[config.mk]
export PLATFORM = sky130hd
export DESIGN_NAME = tmr2_top
export DESIGN_NICKNAME = d
export VERILOG_FILES = /design/src/tmr2_pkg.sv /design/src/tmr2_top.sv /design/src/tmr2_pin_sync.sv /design/src/tmr2_prescale.sv
export VERILOG_INCLUDE_DIRS = /design/src /design/src/src
export SDC_FILE = /design/constraint.sdc
export NUM_CORES = 1
export LEC_CHECK = 0
export BUFFER_PORTS_ARGS = -buffer_cell sky130_fd_sc_hd__buf_2
export CELL_PAD_IN_SITES_DETAIL_PLACEMENT = 1
export CELL_PAD_IN_SITES_GLOBAL_PLACEMENT = 2
export CORE_UTILIZATION = 37
export CTS_CLUSTER_SIZE = 28
export DETAILED_ROUTE_END_ITERATION = 12
export PLACE_DENSITY_LB_ADDON = 0.08
export SYNTH_ARGS = -nofsm -noshare
export SYNTH_HDL_FRONTEND = slang
export SYNTH_HIERARCHICAL = 1
export SYNTH_SLANG_ARGS = --single-unit
[constraint.sdc]
create_clock -name clk_sys -period 3.54 [get_ports clk_sys]
set_clock_uncertainty 0.05 [all_clocks]
set_input_delay 0.354 -clock clk_sys [delete_from_list [all_inputs] [get_ports clk_sys]]
set_output_delay 0.354 -clock clk_sys [all_outputs]
set_load 0.01 [all_outputs]
[src/tmr2_defs.svh]
// constants of the sixteen-bit timer control block
`ifndef TMR2_DEFS_SVH
`define TMR2_DEFS_SVH

// ----------------------------------------------------------------
// register map
// ----------------------------------------------------------------
`define TMR2_ADDR_CTRL 8'hc8
`define TMR2_ADDR_MODE 8'hc9
`define TMR2_ADDR_RLD_LO 8'hca
`define TMR2_ADDR_RLD_HI 8'hcb
`define TMR2_ADDR_CNT_LO 8'hcc
`define TMR2_ADDR_CNT_HI 8'hcd
`define TMR2_CTRL_RESET 8'h00

// ----------------------------------------------------------------
// control and mode bit positions
// ----------------------------------------------------------------
`define TMR2_B_OVF 7
`define TMR2_B_EXT 6
`define TMR2_B_RCLK 5
`define TMR2_B_TRANSMIT_CLOCK_SELECT 4
`define TMR2_B_EXEN 3
`define TMR2_B_RUN 2
`define TMR2_B_CTS 1
`define TMR2_B_CPRL 0
`define TMR2_B_OE 1
`define TMR2_B_UPDN 0

// ----------------------------------------------------------------
// counting constants
// ----------------------------------------------------------------
`define TMR2_COUNT_MAX 16'hffff
`define TMR2_COUNT_ZERO 16'h0000
`define TMR2_COUNT_ONE 16'h0001
`define TMR2_PRESCALE_LAST 4'hb
`define TMR2_PRESCALE_ZERO 4'h0

`endif

[src/tmr2_pkg.sv]
// state types of the timer control block
`default_nettype none
package tmr2_pkg;
  typedef struct packed {
    logic s1;
    logic s2;
    logic s3;
    logic level;
    logic fall;
  } tmr2_sync_t;

  typedef struct packed {
    logic [3:0] cnt;
    logic half;
    logic tick12;
    logic tick2;
  } tmr2_pre_t;

  typedef struct packed {
    logic [7:0] ctrl;
    logic [1:0] mode;
    logic [15:0] count;
    logic [15:0] reload;
    logic [7:0] rdata;
    logic irq;
    logic rx_tick;
    logic tx_tick;
    logic clk_out;
    logic pin_oe_n;
  } tmr2_state_t;
endpackage
`default_nettype wire

[src/tmr2_top.sv]
// sixteen-bit timer with capture, reload, up/down and baud-tick steering
`include "tmr2_defs.svh"
`default_nettype none
module tmr2_top (
  // clock and reset
  input wire logic clk_sys,
  input wire logic arst_n,
  // register port
  input wire logic [7:0] reg_addr,
  input wire logic [7:0] reg_wdata,
  input wire logic reg_wr,
  input wire logic reg_rd,
  output logic [7:0] reg_rdata,
  // single-bit access to the control register
  input wire logic bit_wr,
  input wire logic [2:0] bit_sel,
  input wire logic bit_value,
  // interrupt enable in, request out
  input wire logic irq_enable,
  output logic timer_irq,
  // pins
  input wire logic external_trigger_pin,
  input wire logic count_input_pin_in,
  output logic count_input_pin_out,
  output logic count_input_pin_oe_n,
  // serial port clocking
  input wire logic other_timer_ovf,
  output logic rx_baud_tick,
  output logic tx_baud_tick
);
  tmr2_pkg::tmr2_state_t st, next_st;
  logic ext_level, ext_fall, cnt_fall, tick12, tick2;

  // steer a serial clock: this overflow or the other timer's
  function automatic logic pick_tick(input logic sel, input logic own,
                                     input logic other);
    pick_tick = sel ? own : other;
  endfunction

  // ----------------------------------------------------------------
  // helpers
  // ----------------------------------------------------------------
  tmr2_pin_sync u_ext_sync (
    .clk_sys(clk_sys),
    .arst_n(arst_n),
    .pin(external_trigger_pin),
    .level(ext_level),
    .fall(ext_fall)
  );

  tmr2_pin_sync u_cnt_sync (
    .clk_sys(clk_sys),
    .arst_n(arst_n),
    .pin(count_input_pin_in),
    .level(),
    .fall(cnt_fall)
  );

  tmr2_prescale u_pre (
    .clk_sys(clk_sys),
    .arst_n(arst_n),
    .tick12(tick12),
    .tick2(tick2)
  );

  // ----------------------------------------------------------------
  // mode decode
  // ----------------------------------------------------------------
  logic baud, updn, cap_mode, tick, adv, up, ovf, unf, trig;
  logic ovf_set, ext_set, ext_tgl;

  // decode operating mode and counting events
  always_comb begin
    baud = st.ctrl[`TMR2_B_RCLK] | st.ctrl[`TMR2_B_TRANSMIT_CLOCK_SELECT];
    cap_mode = st.ctrl[`TMR2_B_CPRL] & ~baud;
    updn = st.mode[`TMR2_B_UPDN] & ~cap_mode & ~baud;
    if (st.ctrl[`TMR2_B_CTS]) begin
      tick = cnt_fall;
    end else if (baud | st.mode[`TMR2_B_OE]) begin
      tick = tick2;
    end else begin
      tick = tick12;
    end
    adv = st.ctrl[`TMR2_B_RUN] & tick;
    up = ~updn | ext_level;
    ovf = adv & up & (st.count == `TMR2_COUNT_MAX);
    unf = adv & ~up & (st.count == st.reload);
    // trigger edges count only when enabled, not serving serial and not counting up/down
    trig = st.ctrl[`TMR2_B_EXEN] & ext_fall & ~baud & ~updn;
    ovf_set = ovf & ~baud;
    ext_set = trig;
    ext_tgl = updn & (ovf | unf);
  end

  // ----------------------------------------------------------------
  // next state
  // ----------------------------------------------------------------
  always_comb begin
    next_st = st;
    next_st.rdata = 8'h00;
    // counter: both bytes advance as one word
    if (ovf) begin
      next_st.count = cap_mode ? `TMR2_COUNT_ZERO : st.reload;
    end else if (unf) begin
      next_st.count = `TMR2_COUNT_MAX;
    end else if (adv) begin
      next_st.count = up ? st.count + `TMR2_COUNT_ONE
                         : st.count - `TMR2_COUNT_ONE;
    end
    // trigger: capture into reload pair, or reload the counter
    if (trig && cap_mode) begin
      next_st.reload = st.count;
    end else if (trig) begin
      next_st.count = st.reload;
    end
    // clock output toggles on each overflow in clock-out mode
    if (ovf && st.mode[`TMR2_B_OE]) begin
      next_st.clk_out = ~st.clk_out;
    end
    next_st.pin_oe_n = ~st.mode[`TMR2_B_OE];
    // software writes, counter writes win over counting
    if (reg_wr) begin
      unique case (reg_addr)
        `TMR2_ADDR_CTRL: next_st.ctrl = reg_wdata;
        `TMR2_ADDR_MODE: next_st.mode = reg_wdata[1:0];
        `TMR2_ADDR_RLD_LO: next_st.reload[7:0] = reg_wdata;
        `TMR2_ADDR_RLD_HI: next_st.reload[15:8] = reg_wdata;
        `TMR2_ADDR_CNT_LO: next_st.count[7:0] = reg_wdata;
        `TMR2_ADDR_CNT_HI: next_st.count[15:8] = reg_wdata;
        default: next_st.ctrl = st.ctrl;
      endcase
    end
    if (bit_wr) begin
      next_st.ctrl[bit_sel] = bit_value;
    end
    // hardware sets win over a software clear in the same cycle
    if (ovf_set) begin
      next_st.ctrl[`TMR2_B_OVF] = 1'b1;
    end
    if (ext_set) begin
      next_st.ctrl[`TMR2_B_EXT] = 1'b1;
    end
    if (ext_tgl) begin
      next_st.ctrl[`TMR2_B_EXT] = ~next_st.ctrl[`TMR2_B_EXT];
    end
    // request from overflow flag outside clock-out mode, or external flag outside up/down
    next_st.irq = irq_enable & ((next_st.ctrl[`TMR2_B_OVF] &
                  ~st.mode[`TMR2_B_OE]) |
                  (next_st.ctrl[`TMR2_B_EXT] & ~updn));
    next_st.rx_tick = pick_tick(st.ctrl[`TMR2_B_RCLK], ovf,
                                other_timer_ovf);
    next_st.tx_tick = pick_tick(st.ctrl[`TMR2_B_TRANSMIT_CLOCK_SELECT], ovf,
                                other_timer_ovf);
    // read data, unmapped addresses read zero
    if (reg_rd) begin
      unique case (reg_addr)
        `TMR2_ADDR_CTRL: next_st.rdata = st.ctrl;
        `TMR2_ADDR_MODE: next_st.rdata = {6'h00, st.mode};
        `TMR2_ADDR_RLD_LO: next_st.rdata = st.reload[7:0];
        `TMR2_ADDR_RLD_HI: next_st.rdata = st.reload[15:8];
        `TMR2_ADDR_CNT_LO: next_st.rdata = st.count[7:0];
        `TMR2_ADDR_CNT_HI: next_st.rdata = st.count[15:8];
        default: next_st.rdata = 8'h00;
      endcase
    end
  end

  // state register
  always_ff @(posedge clk_sys or negedge arst_n) begin
    if (!arst_n) begin
      st <= '0;
      st.ctrl <= `TMR2_CTRL_RESET;
      st.pin_oe_n <= 1'b1;
    end else begin
      st <= next_st;
    end
  end

  // outputs straight from the state register
  assign reg_rdata = st.rdata;
  assign timer_irq = st.irq;
  assign rx_baud_tick = st.rx_tick;
  assign tx_baud_tick = st.tx_tick;
  assign count_input_pin_out = st.clk_out;
  assign count_input_pin_oe_n = st.pin_oe_n;
endmodule // tmr2_top
`default_nettype wire

[src/tmr2_pin_sync.sv]
// three-stage pin synchroniser with agreement filter and fall detect
`default_nettype none
module tmr2_pin_sync (
  // clock and reset
  input wire logic clk_sys,
  input wire logic arst_n,
  // pin side
  input wire logic pin,
  // filtered level and one-cycle falling-edge pulse
  output logic level,
  output logic fall
);
  tmr2_pkg::tmr2_sync_t st, next_st;

  // ----------------------------------------------------------------
  // filter: level moves only when stages two and three agree
  // ----------------------------------------------------------------
  always_comb begin
    next_st = st;
    next_st.s1 = pin;
    next_st.s2 = st.s1;
    next_st.s3 = st.s2;
    next_st.fall = 1'b0;
    if (st.s2 == st.s3) begin
      next_st.level = st.s3;
      next_st.fall = st.level & ~st.s3;
    end
  end

  // state register, pins idle high
  always_ff @(posedge clk_sys or negedge arst_n) begin
    if (!arst_n) begin
      st <= '{s1: 1'b1, s2: 1'b1, s3: 1'b1, level: 1'b1, fall: 1'b0};
    end else begin
      st <= next_st;
    end
  end

  assign level = st.level;
  assign fall = st.fall;
endmodule // tmr2_pin_sync
`default_nettype wire

[src/tmr2_prescale.sv]
// oscillator divider giving divide-by-twelve and divide-by-two enables
`include "tmr2_defs.svh"
`default_nettype none
module tmr2_prescale (
  // clock and reset
  input wire logic clk_sys,
  input wire logic arst_n,
  // one-cycle enables
  output logic tick12,
  output logic tick2
);
  tmr2_pkg::tmr2_pre_t st, next_st;

  // divider counters
  always_comb begin
    next_st = st;
    next_st.half = ~st.half;
    next_st.tick2 = st.half;
    next_st.tick12 = (st.cnt == `TMR2_PRESCALE_LAST);
    if (st.cnt == `TMR2_PRESCALE_LAST) begin
      next_st.cnt = `TMR2_PRESCALE_ZERO;
    end else begin
      next_st.cnt = st.cnt + 4'h1;
    end
  end

  // state register
  always_ff @(posedge clk_sys or negedge arst_n) begin
    if (!arst_n) begin
      st <= '0;
    end else begin
      st <= next_st;
    end
  end

  assign tick12 = st.tick12;
  assign tick2 = st.tick2;
endmodule // tmr2_prescale
`default_nettype wire

==> impl_metrics.yaml <==
clock_network:
  cts_htree_levels: 3
  cts_hold_buf: 0
  path_clk_slew_ns: 0.06
  cts_tree: "yes"
  cts_buffers: 9
  worstSkewPairLatency_ns: 0.35
  cts_sinks: 72
  clockBufferDepth: 2
  ctsRootBufferMaster: "clkbuf_16"
placement:
  globalplace.congestion: 0.960
  numPortBuffers: 41
  dp_cells: 760
  dpl.hpwl_um: 14200
setup_path:
  critPathLaunchType: "register"
  crit_required_ns: 3.72
  path_max_fanout: 8
  worst-setup-path-type: "reg2reg"
  cp.arrival_ns: 3.44
  endpoint_kind: "register"
synth:
  syn_nets: 600
  async_flop_share: 1.00
  syn_area_per_cell_um2: 8.52
  synthFlopType: "dfrtp_1"
  netlist_instances: 569
  synth-seq-cells: 72
  synth_edf_count: 0
  synth.distinct_cells: 77
  yosysWarnings: 6
  synth_area_mm2: 0.00485
  seq_area_frac_synth: 0.374
global_route:
  track_usage: 0.305
  first_global_vias: 4749
  grt_pass1_wl_um: 29300
  grt_max_degree: 73
  antenna_found_initial: 0
  gr-total-overflow: 0
power:
  leakage_nw: 2.32
  p_per_area_mw_per_mm2: 532
  irDropWorstVdd_uv: 252
run:
  cap_violations: 0
sta:
  tns_ns: 0
  hold_violations: 0
  fin_crit_ns: 3.26
  finalCritPeriodShare: 0.920
  drv_slew: 0
  rsz0062_at_grt: "no"
  setup_violations: 0
  worst_slew_pin_slew_ns: 1.00
  fmax_mhz: 307
  maxSlewHeadroom: 0.332
cells_and_area:
  n_antenna_cell: 0
  drive_above_1_share: 0.195
  fillers: 1558
  syn_to_final_growth_pct: 14.6
  instances_no_fill: 776
  utilization: 0.437
  layout_common_cells: "nand2_1 (65), dfrtp_1 (63), nor2_1 (55)"
  final_common_cell: "nand2_1"
  nNetsFinal: 630
detailed_routing:
  wl_per_cell_um: 24.8
  routed_wl_um: 19200
  antenna_left: 0
  vias: 4724
  first_pass_iters: 5
  initialDrtViolationCount: 402
  via_per_inst: 6.09
  drc: 0
floorplanning:
  die_y_um: 116
  initial_core_util: 0.381
  boundaryPins: 42
  die_w_um: 116
  dieArea_mm2: 0.0136
  design.core.area_mm2: 0.0127
  rows: 41
worst_hold_path:
  min_path_type: "in2reg"
run_status:
  run_status: "complete, no violations"
through the flow:
step | hold slack, ns | total power [mW] | instance area [um^2] | setup slack [ns]
2_1_floorplan | 0.00841 | 1.61 | 4850 | 0.480
3_3_place_gp | 0.296 | 1.99 | 5250 | 0.389
3_5_place_dp | 0.299 | 2.01 | 5250 | 0.207
4_1_cts | 0.0409 | 2.96 | 5550 | 0.211
5_1_grt | 0.0493 | 3.07 | 5560 | 0.106
6_report | 0.0545 | 2.96 | 5560 | 0.285
flip-flops by register name, summed over array words and instances (netlist names):
signal and flops:
st 42, reg_rdata 8, u_pre/st 4, u_cnt_sync/next_st 2
u_ext_sync/next_st 2, count_input_pin_oe_n 1, count_input_pin_out 1, rx_baud_tick 1
timer_irq 1, tx_baud_tick 1, u_cnt_sync/fall 1, u_cnt_sync/level 1
u_cnt_sync/st 1, u_ext_sync/fall 1, u_ext_sync/level 1, u_ext_sync/st 1
u_pre/next_st 1, u_pre/tick12 1, u_pre/tick2 1
logic make-up (layout without fill, tap and decap cells):
| logic type | after synthesis | after routing | synth area share |
|---|---|---|---|
| adder cells (fa/ha/maj) | 4 | 4 | 0.00980 |
| buffers and inverters | 59 | 94 | 0.0560 |
| AO/OA/AOI/OAI | 136 | 136 | 0.181 |
| multiplexers | 36 | 36 | 0.0756 |
| XOR/XNOR | 19 | 19 | 0.0343 |
| AND/OR/NAND/NOR | 243 | 243 | 0.270 |
| flip-flops | 72 | 72 | 0.374 |
report_power, final:
part           total [mW]  leakage [nW]  internal [mW]  switching (mW)
clock network       0.941         0.143          0.550           0.391
logic               0.856          1.36          0.340           0.517
registers            1.16         0.822          0.945           0.217
total                2.96          2.32           1.83            1.12
path summary, 6_finish.rpt:
check | startpoint | to | slack [ns] | cells after the start
max in group asynchronous | arst_n | st[39] | 2.67 | 1
hold / removal | count_input_pin_in | u_cnt_sync/next_st[3] | 0.05 | 1
setup reg to reg | st[45] | st[35] | 0.28 | 11
min in group asynchronous | arst_n | u_pre/st[4] | 0.11 | 1
setup / recovery | st[45] | st[35] | 0.28 | 11
hold reg to reg | u_ext_sync/next_st[3] | u_ext_sync/next_st[2] | 0.31 | 0
final cells by class:
| class | count | area (um^2) | share of cell area |
|---|---|---|---|
| Sequential cell | 72 | 1810 | 0.326 |
| Timing Repair Buffer | 69 | 418 | 0.0752 |
| Clock inverter | 6 | 68.8 | 0.0124 |
| Multi-Input combinational cell | 438 | 2780 | 0.500 |
| Clock buffer | 10 | 229 | 0.0412 |
| Inverter | 9 | 33.8 | 0.00608 |
| Tap cell | 172 | 215 | 0.0387 |
synth_stat cells (all sizes together), types with 3 or more instances:
master / instances / area (um^2)
nand3: 16 / 85.1
buf: 16 / 110
a31oi: 11 / 68.8
o21ai: 23 / 115
nor2b: 5 / 31.3
o211ai: 4 / 30.0
dfstp: 9 / 236
a221oi: 5 / 43.8
clkbuf: 34 / 128
dfrtp: 63 / 1580
o31ai: 4 / 30.0
inv: 9 / 33.8
and3: 7 / 43.8
nand2: 66 / 250
mux2i: 31 / 310
and2: 3 / 18.8
or2: 5 / 31.3
nor2: 58 / 239
nand4: 13 / 81.3
xnor2: 16 / 140
nor3: 15 / 75.1
nand2b: 6 / 45.0
o22ai: 5 / 31.3
and4: 5 / 43.8
o21a: 3 / 22.5
or3: 4 / 25.0
nor4b: 3 / 38.8
nor4: 9 / 62.6
a21oi: 48 / 240
nand4b: 10 / 87.6
mux2: 5 / 56.3
xor2: 3 / 26.3
nor3b: 7 / 52.6
or4: 6 / 45.0
a211oi: 3 / 22.5
o311ai: 3 / 33.8
metal layers:
layer	wire length [um]	up-vias	track usage
li1	-	2145	-
met1	8340	2356	0.403
met2	8820	169	0.473
met3	1170	54	0.0509
met4	882	0	0.174
met5	0	-	0
critical path: stages (launching register included):
cell,delay [ns]
dfrtp_1,0.48
nor4b_4,0.44
nand2_1,0.15
xnor2_1,0.15
ha_1,0.22
nor4_1,0.43
nand3_1,0.16
o22ai_1,0.29
mux2i_1,0.24
nor3_1,0.06
a211o_1,0.28
o22a_1,0.19
timing repair:
| item | CTS | global route |
|---|---|---|
| gates resized for setup | 0 | 1 |
| setup endpoints to repair | 0 | 3 |
| buffers inserted | 0 | 0 |
(Power assumes the default switching activity.)
